==> src/design/bud_pkg.sv <==
package bud_pkg;

  // ******************************************************
  // widths and sizes
  // ******************************************************
  localparam int BUD_CNT_W = 16;
  localparam int BUD_NCMP  = 3;
  localparam int BUD_PSC_W = 10;

  // ******************************************************
  // register indices, byte address is four times the index
  // ******************************************************
  localparam logic [5:0] BUD_IDX_CTLA    = 6'h00;
  localparam logic [5:0] BUD_IDX_OVR     = 6'h02;
  localparam logic [5:0] BUD_IDX_ECLR    = 6'h04;
  localparam logic [5:0] BUD_IDX_ESET    = 6'h05;
  localparam logic [5:0] BUD_IDX_FLAGS   = 6'h06;
  localparam logic [5:0] BUD_IDX_EVCTL   = 6'h07;
  localparam logic [5:0] BUD_IDX_CNT     = 6'h08;
  localparam logic [5:0] BUD_IDX_PER     = 6'h09;
  localparam logic [5:0] BUD_IDX_PERIOD_BUFFER  = 6'h0a;
  localparam logic [5:0] BUD_IDX_CMP0    = 6'h0b;
  localparam logic [5:0] BUD_IDX_CMPBUF0 = 6'h0e;

  // ******************************************************
  // field positions
  // ******************************************************
  localparam int BUD_EN_BIT   = 0;
  localparam int BUD_SEL_LSB  = 1;
  localparam int BUD_DIR_BIT  = 0;
  localparam int BUD_LOCK_BIT = 1;
  localparam int BUD_CMD_LSB  = 2;

  // ******************************************************
  // values after reset and bus answers
  // ******************************************************
  localparam logic [15:0] BUD_CNT_RST = 16'h0000;
  localparam logic [15:0] BUD_PER_RST = 16'hffff;
  localparam logic [15:0] BUD_CMP_RST = 16'h0000;
  localparam logic [2:0]  BUD_OVR_RST = 3'h0;
  localparam logic [9:0]  BUD_PSC_RST = 10'h000;
  localparam logic [1:0]  BUD_RESP_OKAY   = 2'h0;
  localparam logic [1:0]  BUD_RESP_SLVERR = 2'h2;

  // ******************************************************
  // types
  // ******************************************************
  typedef enum logic [1:0] {
    BUD_CMD_NONE    = 2'b00,
    BUD_CMD_UPDATE  = 2'b01,
    BUD_CMD_RESTART = 2'b10,
    BUD_CMD_RESET   = 2'b11
  } bud_cmd_t;

  typedef struct packed {
    logic [2:0] tick_source_select;
    logic       enable;
  } bud_ctla_t;

  typedef struct packed {
    logic update_lock;
    logic dir;
  } bud_ctle_t;

  // ******************************************************
  // functions
  // ******************************************************
  function automatic logic [15:0] bud_merge16(input logic [15:0] old,
                                              input logic [31:0] data,
                                              input logic [3:0]  strb);
    logic [15:0] r;
    r = old;
    if (strb[0]) r[7:0] = data[7:0];
    if (strb[1]) r[15:8] = data[15:8];
    return r;
  endfunction : bud_merge16

  // divide by 1, 2, 4, 8, 16, 64, 256, 1024
  function automatic logic [9:0] bud_div_mask(input logic [2:0] sel);
    logic [9:0] m;
    m = 10'h000;
    unique case (sel)
      3'h0: m = 10'h000;
      3'h1: m = 10'h001;
      3'h2: m = 10'h003;
      3'h3: m = 10'h007;
      3'h4: m = 10'h00f;
      3'h5: m = 10'h03f;
      3'h6: m = 10'h0ff;
      3'h7: m = 10'h3ff;
    endcase
    return m;
  endfunction : bud_div_mask

endpackage : bud_pkg

==> src/design/bud_prescaler.sv <==
`timescale 1ns/10ps
module bud_prescaler
  import bud_pkg::*;
(
  input  wire logic       clk,
  input  wire logic       rst,
  input  wire logic       clr,
  input  wire logic [2:0] sel,
  output logic            tick
);

  logic [BUD_PSC_W-1:0] psc_r;
  logic [BUD_PSC_W-1:0] mask;

  // ******************************************************
  // free divider, cleared so a fresh period starts whole
  // ******************************************************
  assign mask = bud_div_mask(sel);
  assign tick = ((psc_r & mask) == mask);

  always_ff @(posedge clk) begin
    if (rst || clr) begin
      psc_r <= BUD_PSC_RST;
    end else begin
      psc_r <= psc_r + 10'h001;
    end
  end

endmodule : bud_prescaler

==> src/design/bud_timer.sv <==
// Notes on behaviour
// enable starts counting prescaled ticks toward period
// event count enable counts event pulses instead
// count register readable at any time
// count steps in direction bit toward top/bottom
// ticks are peripheral clock, optionally divided
// counting up at top wraps to zero
// counting down at bottom reloads period
// count write wins over count/clear/reload
// direction writable while running
// period and compares each have buffer
// buffer valid set on write, cleared on update
// valid flag marks buffer eligible for copy
// override bits drive outputs only when disabled; here outputs load only override writes made while disabled
// clear view: write one clears bit
// set and clear views read identically
// command: none, update, restart, hard reset
// command field always reads zero
// unlocked: update copies buffers at once
// locked: update copies nothing
// direction zero counts up, one down
// update at wrap, reload, or forced command
// restart zeroes count, keeps settings
`timescale 1ns/10ps
module bud_timer
  import bud_pkg::*;
(
  input  wire logic        REF_CLK,
  input  wire logic        RST,
  input  wire logic [7:0]  S_AXI_AWADDR,
  input  wire logic        S_AXI_AWVALID,
  output logic             S_AXI_AWREADY,
  input  wire logic [31:0] S_AXI_WDATA,
  input  wire logic [3:0]  S_AXI_WSTRB,
  input  wire logic        S_AXI_WVALID,
  output logic             S_AXI_WREADY,
  output logic [1:0]       S_AXI_BRESP,
  output logic             S_AXI_BVALID,
  input  wire logic        S_AXI_BREADY,
  input  wire logic [7:0]  S_AXI_ARADDR,
  input  wire logic        S_AXI_ARVALID,
  output logic             S_AXI_ARREADY,
  output logic [31:0]      S_AXI_RDATA,
  output logic [1:0]       S_AXI_RRESP,
  output logic             S_AXI_RVALID,
  input  wire logic        S_AXI_RREADY,
  input  wire logic        EVENT_IN,
  output logic [2:0]       WAVE_OUT
);

  // ******************************************************
  // bus slave, write side
  // ******************************************************
  logic        aw_hold_r;
  logic [7:0]  aw_addr_r;
  logic        w_hold_r;
  logic [31:0] w_data_r;
  logic [3:0]  w_strb_r;
  logic        bvalid_r;
  logic [1:0]  bresp_r;
  logic        do_wr;
  logic [5:0]  wr_idx;
  logic        wr_hit;

  assign S_AXI_AWREADY = !aw_hold_r;
  assign S_AXI_WREADY  = !w_hold_r;
  assign S_AXI_BVALID  = bvalid_r;
  assign S_AXI_BRESP   = bresp_r;
  assign do_wr  = aw_hold_r && w_hold_r && !bvalid_r;
  assign wr_idx = aw_addr_r[7:2];

  always_comb begin
    wr_hit = 1'b0;
    if (wr_idx == BUD_IDX_CTLA || wr_idx == BUD_IDX_OVR || wr_idx == BUD_IDX_ECLR ||
        wr_idx == BUD_IDX_ESET || wr_idx == BUD_IDX_FLAGS || wr_idx == BUD_IDX_EVCTL ||
        (wr_idx >= BUD_IDX_CNT && wr_idx < BUD_IDX_CMPBUF0 + 6'h03)) begin
      wr_hit = 1'b1;
    end
  end

  always_ff @(posedge REF_CLK) begin
    if (RST) begin
      aw_hold_r <= 1'b0;
      aw_addr_r <= 8'h00;
      w_hold_r  <= 1'b0;
      w_data_r  <= 32'h0000_0000;
      w_strb_r  <= 4'h0;
      bvalid_r  <= 1'b0;
      bresp_r   <= BUD_RESP_OKAY;
    end else begin
      if (S_AXI_AWVALID && !aw_hold_r) begin
        aw_hold_r <= 1'b1;
        aw_addr_r <= S_AXI_AWADDR;
      end else if (do_wr) begin
        aw_hold_r <= 1'b0;
      end
      if (S_AXI_WVALID && !w_hold_r) begin
        w_hold_r <= 1'b1;
        w_data_r <= S_AXI_WDATA;
        w_strb_r <= S_AXI_WSTRB;
      end else if (do_wr) begin
        w_hold_r <= 1'b0;
      end
      if (do_wr) begin
        bvalid_r <= 1'b1;
        bresp_r  <= wr_hit ? BUD_RESP_OKAY : BUD_RESP_SLVERR;
      end else if (S_AXI_BREADY) begin
        bvalid_r <= 1'b0;
      end
    end
  end

  // ******************************************************
  // write strobes and commands
  // ******************************************************
  bud_ctla_t   ctla_r;
  bud_ctle_t   ctle_r;
  logic        evt_en_r;
  logic [2:0]  ovr_r;
  logic [15:0] cnt_r;
  logic [15:0] per_r;
  logic [15:0] period_buffer_r;
  logic [15:0] cmp_r    [BUD_NCMP];
  logic [15:0] cmpbuf_r [BUD_NCMP];
  logic        pbv_r;
  logic [2:0]  cbv_r;
  logic [2:0]  wave_r;
  logic        wr_cnt;
  logic        wr_per;
  logic        wr_period_buffer;
  logic        wr_eset;
  logic        wr_eclr;
  bud_cmd_t    cmd;
  logic        force_upd;
  logic        restart;
  logic        hard_rst;

  assign wr_cnt    = do_wr && wr_idx == BUD_IDX_CNT;
  assign wr_per    = do_wr && wr_idx == BUD_IDX_PER;
  assign wr_period_buffer = do_wr && wr_idx == BUD_IDX_PERIOD_BUFFER;
  assign wr_eset   = do_wr && wr_idx == BUD_IDX_ESET && w_strb_r[0];
  assign wr_eclr   = do_wr && wr_idx == BUD_IDX_ECLR && w_strb_r[0];
  assign cmd       = (wr_eset || wr_eclr) ? bud_cmd_t'(w_data_r[BUD_CMD_LSB +: 2])
                                          : BUD_CMD_NONE;
  assign force_upd = (cmd == BUD_CMD_UPDATE);
  assign restart   = (cmd == BUD_CMD_RESTART);
  assign hard_rst  = (cmd == BUD_CMD_RESET) && !ctla_r.enable;

  // ******************************************************
  // configuration registers
  // ******************************************************
  always_ff @(posedge REF_CLK) begin
    if (RST) begin
      ctla_r   <= '0;
      evt_en_r <= 1'b0;
      ovr_r    <= BUD_OVR_RST;
    end else if (do_wr && w_strb_r[0]) begin
      if (wr_idx == BUD_IDX_CTLA) begin
        ctla_r.enable             <= w_data_r[BUD_EN_BIT];
        ctla_r.tick_source_select <= w_data_r[BUD_SEL_LSB +: 3];
      end
      if (wr_idx == BUD_IDX_EVCTL) begin
        evt_en_r <= w_data_r[0];
      end
      if (wr_idx == BUD_IDX_OVR) begin
        ovr_r <= w_data_r[2:0];
      end
    end
  end

  // no read-modify-write needed for direction or lock
  always_ff @(posedge REF_CLK) begin
    if (RST || hard_rst) begin
      ctle_r <= '0;
    end else if (wr_eset) begin
      ctle_r.dir         <= ctle_r.dir | w_data_r[BUD_DIR_BIT];
      ctle_r.update_lock <= ctle_r.update_lock | w_data_r[BUD_LOCK_BIT];
    end else if (wr_eclr) begin
      ctle_r.dir         <= ctle_r.dir & ~w_data_r[BUD_DIR_BIT];
      ctle_r.update_lock <= ctle_r.update_lock & ~w_data_r[BUD_LOCK_BIT];
    end
  end

  // ******************************************************
  // counter
  // ******************************************************
  logic tick;
  logic step;
  logic at_end;
  logic upd;

  bud_prescaler u_psc (
    .clk  (REF_CLK),
    .rst  (RST),
    .clr  (restart || !ctla_r.enable),
    .sel  (ctla_r.tick_source_select),
    .tick (tick)
  );

  assign step   = ctla_r.enable && (evt_en_r ? EVENT_IN : tick);
  assign at_end = ctle_r.dir ? (cnt_r == 16'h0000) : (cnt_r == per_r);
  // a count write steals the wrap, so no update comes from it
  assign upd    = ((step && at_end && !wr_cnt && !restart) || force_upd) &&
                  !ctle_r.update_lock;

  always_ff @(posedge REF_CLK) begin
    if (RST || hard_rst) begin
      cnt_r <= BUD_CNT_RST;
    end else if (wr_cnt) begin
      cnt_r <= bud_merge16(cnt_r, w_data_r, w_strb_r);
    end else if (restart) begin
      cnt_r <= BUD_CNT_RST;
    end else if (step) begin
      if (ctle_r.dir) begin
        cnt_r <= at_end ? per_r : cnt_r - 16'h0001;
      end else begin
        cnt_r <= at_end ? 16'h0000 : cnt_r + 16'h0001;
      end
    end
  end

  // ******************************************************
  // double buffering
  // ******************************************************
  always_ff @(posedge REF_CLK) begin
    if (RST || hard_rst) begin
      per_r    <= BUD_PER_RST;
      period_buffer_r <= BUD_PER_RST;
      pbv_r    <= 1'b0;
    end else begin
      if (wr_per) begin
        per_r <= bud_merge16(per_r, w_data_r, w_strb_r);
      end else if (upd && pbv_r) begin
        per_r <= period_buffer_r;
      end
      if (wr_period_buffer) begin
        period_buffer_r <= bud_merge16(period_buffer_r, w_data_r, w_strb_r);
      end
      // a buffer write in the update cycle keeps its flag
      if (wr_period_buffer) begin
        pbv_r <= 1'b1;
      end else if (upd) begin
        pbv_r <= 1'b0;
      end
    end
  end

  always_ff @(posedge REF_CLK) begin
    if (RST || hard_rst) begin
      for (int n = 0; n < BUD_NCMP; n++) begin
        cmp_r[n]    <= BUD_CMP_RST;
        cmpbuf_r[n] <= BUD_CMP_RST;
        cbv_r[n]    <= 1'b0;
      end
    end else begin
      for (int n = 0; n < BUD_NCMP; n++) begin
        if (do_wr && wr_idx == BUD_IDX_CMP0 + 6'(n)) begin
          cmp_r[n] <= bud_merge16(cmp_r[n], w_data_r, w_strb_r);
        end else if (upd && cbv_r[n]) begin
          cmp_r[n] <= cmpbuf_r[n];
        end
        if (do_wr && wr_idx == BUD_IDX_CMPBUF0 + 6'(n)) begin
          cmpbuf_r[n] <= bud_merge16(cmpbuf_r[n], w_data_r, w_strb_r);
          cbv_r[n]    <= 1'b1;
        end else if (upd) begin
          cbv_r[n] <= 1'b0;
        end
      end
    end
  end

  // ******************************************************
  // waveform outputs
  // ******************************************************
  always_ff @(posedge REF_CLK) begin
    if (RST) begin
      wave_r <= BUD_OVR_RST;
    end else if (!ctla_r.enable) begin
      if (do_wr && wr_idx == BUD_IDX_OVR && w_strb_r[0]) begin
        wave_r <= w_data_r[2:0];
      end
    end else if (step) begin
      for (int n = 0; n < BUD_NCMP; n++) begin
        if (cnt_r == cmp_r[n]) begin
          wave_r[n] <= ~wave_r[n];
        end
      end
    end
  end

  assign WAVE_OUT = wave_r;

  // ******************************************************
  // bus slave, read side
  // ******************************************************
  logic        rvalid_r;
  logic [31:0] rdata_r;
  logic [1:0]  rresp_r;
  logic [31:0] rd_val;
  logic        rd_ok;
  logic [5:0]  rd_idx;

  assign rd_idx        = S_AXI_ARADDR[7:2];
  assign S_AXI_ARREADY = !rvalid_r;
  assign S_AXI_RVALID  = rvalid_r;
  assign S_AXI_RDATA   = rdata_r;
  assign S_AXI_RRESP   = rresp_r;

  always_comb begin
    rd_val = 32'h0000_0000;
    rd_ok  = 1'b1;
    if (rd_idx == BUD_IDX_CTLA) begin
      rd_val[3:0] = ctla_r;
    end else if (rd_idx == BUD_IDX_OVR) begin
      rd_val[2:0] = ovr_r;
    end else if (rd_idx == BUD_IDX_ECLR || rd_idx == BUD_IDX_ESET) begin
      rd_val[1:0] = ctle_r;
    end else if (rd_idx == BUD_IDX_FLAGS) begin
      rd_val[3:0] = {cbv_r, pbv_r};
    end else if (rd_idx == BUD_IDX_EVCTL) begin
      rd_val[0] = evt_en_r;
    end else if (rd_idx == BUD_IDX_CNT) begin
      rd_val[15:0] = cnt_r;
    end else if (rd_idx == BUD_IDX_PER) begin
      rd_val[15:0] = per_r;
    end else if (rd_idx == BUD_IDX_PERIOD_BUFFER) begin
      rd_val[15:0] = period_buffer_r;
    end else if (rd_idx >= BUD_IDX_CMP0 && rd_idx < BUD_IDX_CMPBUF0) begin
      rd_val[15:0] = cmp_r[2'(rd_idx - BUD_IDX_CMP0)];
    end else if (rd_idx >= BUD_IDX_CMPBUF0 && rd_idx < BUD_IDX_CMPBUF0 + 6'h03) begin
      rd_val[15:0] = cmpbuf_r[2'(rd_idx - BUD_IDX_CMPBUF0)];
    end else begin
      rd_ok = 1'b0;
    end
  end

  always_ff @(posedge REF_CLK) begin
    if (RST) begin
      rvalid_r <= 1'b0;
      rdata_r  <= 32'h0000_0000;
      rresp_r  <= BUD_RESP_OKAY;
    end else if (S_AXI_ARVALID && !rvalid_r) begin
      rvalid_r <= 1'b1;
      rdata_r  <= rd_val;
      rresp_r  <= rd_ok ? BUD_RESP_OKAY : BUD_RESP_SLVERR;
    end else if (S_AXI_RREADY) begin
      rvalid_r <= 1'b0;
    end
  end
endmodule : bud_timer

==> config.mk <==
export PLATFORM = sky130hd
export DESIGN_NAME = bud_timer
export DESIGN_NICKNAME = d
export VERILOG_FILES = /design/src/design/bud_pkg.sv /design/src/design/bud_prescaler.sv /design/src/design/bud_timer.sv
export SDC_FILE = /design/constraint.sdc
export NUM_CORES = 1
export LEC_CHECK = 0
export ABC_AREA = 0
export BUFFER_PORTS_ARGS = -buffer_cell sky130_fd_sc_hd__buf_2
export CAP_MARGIN = 20
export CORE_ASPECT_RATIO = 0.7
export CORE_MARGIN = 2
export CORE_UTILIZATION = 54
export CTS_CLUSTER_SIZE = 16
export DETAILED_ROUTE_END_ITERATION = 8
export PLACE_DENSITY_LB_ADDON = 0.3
export SETUP_SLACK_MARGIN = 0.15
export SLEW_MARGIN = 20
export SYNTH_ARGS = -nofsm -noshare
export SYNTH_HDL_FRONTEND = slang
export SYNTH_SLANG_ARGS = --single-unit
==> constraint.sdc <==
create_clock -name REF_CLK -period 6.15 [get_ports REF_CLK]
set_clock_uncertainty 0.2 [all_clocks]
set_input_delay 0.615 -clock REF_CLK [delete_from_list [all_inputs] [get_ports REF_CLK]]
set_output_delay 0.615 -clock REF_CLK [all_outputs]
set_load 0.1 [all_outputs]
==> out/metrics.sh <==
PRE_CTS_SLACK_NS=1.860
OUTCOME='finished, final reports clean'
NUMBER_OF_BUFFERS_CREATED_BY_CTS=24
CRITICAL_PATH.STARTPOINT='cnt_r[2]$_SDFFE_PP0P_'
CELLLEAKAGEPOWER_uW=0.005007
ASYNC_RESET_FF_FRAC=0
P_COMB_FRAC=0.091
ROOT_BUFFER='clkbuf_16'
FIN_NETS=1391
MIN_DELAY_SRC='S_AXI_RREADY'
PLACEMENT_ROWS=46
CLK_LATENCY_NS=0.54
CTSRESIZECOUNT=0
ROUTE.FINAL.WIRE_LENGTH_MM=35.71
DIE_WIDTH_UM=184.2
BOUNDARYPINS=104
AREA_GROWTH_SYNTH_TO_FINISH_PCT=9.813
CTS_MAX_LEVEL=1
DRC=0
WORST_HOLD_PATH.NUM_CELLS=2
RSZ0062_AT_GRT='no'
DRIVE_GT1_FRAC=0.1096
CTS-ROOT-TO-SINK-BUFFERS=3
SYNTH-SEQ-AREA-SHARE=0.4434
ROUTE.VIAS.TOTAL=10200
WORSTPATHARRIVAL_NS=4.11
FINAL-MAX-SLEW-VIOLATION-COUNT=0
DRT.ANTENNA.VIOLATING_NETS=0
POSTCTSSETUPBUFFERS=0
POST_DP_HPWL_MM=26.11
WL_PER_CELL_UM=21.60
YS.FLOP_TYPE='dfxtp_1'
P_PER_AREA_nW_PER_UM2=258.4
SEQ_POWER_SHARE=0.473
IO_BUFFER_COUNT=63
SLEW_HEADROOM=0.2398
SYNTH_EDF_COUNT=96
CTS.SINK_COUNT=224
POWER.CLOCK.FRACTION=0.436
FINALWEIGHTEDCONGESTION=0.9623
CELLINTERNALPOWER_uW=2573
DRT_ITER0_DRC=1354
CLKTRANSATPATHREGS_NS=0.06
HOLD_VIOL_FINAL=0
YS_TYPES=83
TOTALNEGATIVESETUPSLACK_NS=0
TIMING.FINAL.CRIT_SHARE=0.6737
POWER.SWITCHING_uW=911.6
FIN_CRIT_NS=4.143
IRDROPWORSTVDD_mV=0.2214
CTS_TREE='yes'
POSTSYNTHCELLCOUNT=1318
ANTENNA_FOUND_INITIAL=0
HOLD_CRIT_CLASS='in2reg'
POST_DP_CELL_AREA_UM2=12650
TIMING.CRITICAL_PATH.TO_TYPE='register'
ROUTED_VIA_DENSITY=6.171
POSTSYNTHAREAPERCELL_UM2=9.317
RR_STARTPOINT='cnt_r[2]$_SDFFE_PP0P_'
MAXCAPVIOLCOUNT=0
GRT_OVERFLOW_TOTAL=0
GRT_FIRST_PASS_WIRELENGTH_MM=55.00
CRIT_PATH_START_KIND='register'
TIMING.CRITICAL_PATH.REQUIRED_NS=6.11
FP.DIEH_UM=130.2
YOSYS_WARNINGS=0
CTS.HOLD.BUFFERS_ADDED=0
FIRST_GLOBAL_VIAS=9342
EFFECTIVE_UTILIZATION_AT_FLOORPLAN=0.5456
SYNTH_SEQ_CELLS=224
GROUTE.USAGE.OVERALL=0.3006
SETUP_VIOLATING_ENDPOINT_COUNT_IN_THE_FINAL_REPORT=0
TIMING.REG2REG.WORST_PATH_DEPTH=6
FIRST_PASS_ITERS=8
NET_SW_FRAC=0.2616
NETLIST_AREA_UM2=12280
ACHIEVABLE-FREQUENCY_MHz=241.4
FINAL_CRITICAL_PATH_SETUP_SLACK_NS=2.007
FP.DIEAREA_UM2=23980
PIN_COUNT_OF_THE_BIGGEST_NET_ENTERING_GLOBAL_ROUTING=67
NUM-FILL-CELLS=1925
FP.COREAREA_UM2=22500
WORSTPATHMAXFANOUT=16
DIODES=0
POST-ROUTE-CELL-AREA_UM2=13480
MAX_SLEW.WORST_PIN.SLEW_NS=1.140
PATH_CLASS='reg2reg'
==> stage by stage <==
step                      cells  power [µW]    util  hold slack [ns]
after floorplan            1335        1904       -           0.2342
after global placement     1609        1984  0.5621           0.2407
after detailed placement   1609        1989  0.5621           0.2480
after CTS                  1653        3488  0.5988          0.06519
after global routing       1653        3575  0.5992          0.07908
final                      1653        3485  0.5992          0.07412
==> power groups by stage <==
stage          clock [µW]  combinational (µW)  sequential, µW
4_1_cts              1530                 313            1640
3_3_place_gp            0                 308            1680
3_5_place_dp            0                 311            1680
2_1_floorplan           0                 225            1680
6_report             1520                 316            1650
5_1_grt              1580                 339            1650
==> cell type report <==
cell class              instances  area [µm²]  share of cell area
multi-input cells             978        6327              0.4692
flip-flops and latches        224        5445              0.4038
clock buffers                  31       636.9             0.04723
repair buffers                 79       435.4             0.03229
well taps                     312       390.4             0.02895
clock inverters                13       188.9             0.01401
inverters                      16       60.06            0.004454
==> worst max-delay path, cell delays in order (launching register included) <==
cell	delay [ns]
dfxtp_1	0.54
or4_4	0.69
nor4_4	0.40
nand4b_4	0.23
o21a_1	0.34
o41a_4	0.65
o22ai_1	0.72
==> synthesized netlist by cell type (16+ instances only) <==
| cell | number | area (µm²) |
|---|---|---|
| o21ai_0 | 50 | 250.2 |
| nor2_1 | 131 | 491.7 |
| nor3_1 | 23 | 115.1 |
| a31oi_1 | 20 | 125.1 |
| nand2_1 | 148 | 555.5 |
| o22ai_1 | 16 | 100.1 |
| and2_1 | 27 | 168.9 |
| nor4_1 | 31 | 193.9 |
| dfxtp_1 | 128 | 2562 |
| clkbuf_1 | 75 | 281.5 |
| xor2_1 | 70 | 613.1 |
| a21oi_1 | 93 | 465.5 |
| mux2i_1 | 110 | 1101 |
| edfxtp_1 | 96 | 2883 |
| buf_4 | 20 | 150.1 |
| inv_1 | 16 | 60.06 |
==> layout by cell type, fill, tap and decap left out, types with 16 or more instances in the layout <==
cell and instances:
a21oi_1 92, inv_1 16, nor3_1 22, o22ai_1 16, dfxtp_1 128, edfxtp_1 96
nor2_1 131, nand2_1 148, a31oi_1 20, clkbuf_16 24, mux2i_1 110, conb_1 18
nor4_1 31, o21ai_0 50, and2_1 27, buf_2 63, xor2_1 70, buf_4 16
==> sequential cells by signal, summed over array words and instances (netlist names), 2 cells and up, named ones only <==
register,flops
w_strb_r,2
WAVE_OUT,3
cmp_r,48
u_psc.mask,7
period_buffer_r,16
per_r,16
cbv_r,3
ovr_r,3
aw_addr_r,6
cmpbuf_r,48
ctla_r,4
u_psc.psc_r,10
S_AXI_RDATA,16
cnt_r,16
w_data_r,16
==> worst paths after layout <==
check,endpoint,slack [ns]
worst max register to register,cmp_r[2][13]$_DFFE_PP_,2.01
worst max-delay path,cmp_r[2][13]$_DFFE_PP_,2.01
worst min register to register,S_AXI_RDATA[10]$_SDFFE_PP0P_,0.25
worst min-delay path,S_AXI_RVALID$_SDFFE_PP0P_,0.07
==> kinds of logic after synthesis <==
family	count (synthesis)	synth area share
other	1	0.0003054
DFF	224	0.4434
AOI/OAI and AO/OA	296	0.1575
adders and majority gates	8	0.008152
buffers and inverters	133	0.05044
xor gates and xnor gates	83	0.05920
and+or+nand+nor	455	0.1839
muxes	118	0.09700
==> routing by layer <==
layer  vias to the layer above  part of all wire  wire length, µm  GRT usage
li1                       4774                 -                -          -
met1                      4854              0.46            16260     0.4505
met2                       509              0.41            14660     0.4364
met3                        64              0.11             3920    0.07033
met4                         0             0.025              875    0.07671
met5                         -                 0                0          0
(Power assumes the default switching activity.)
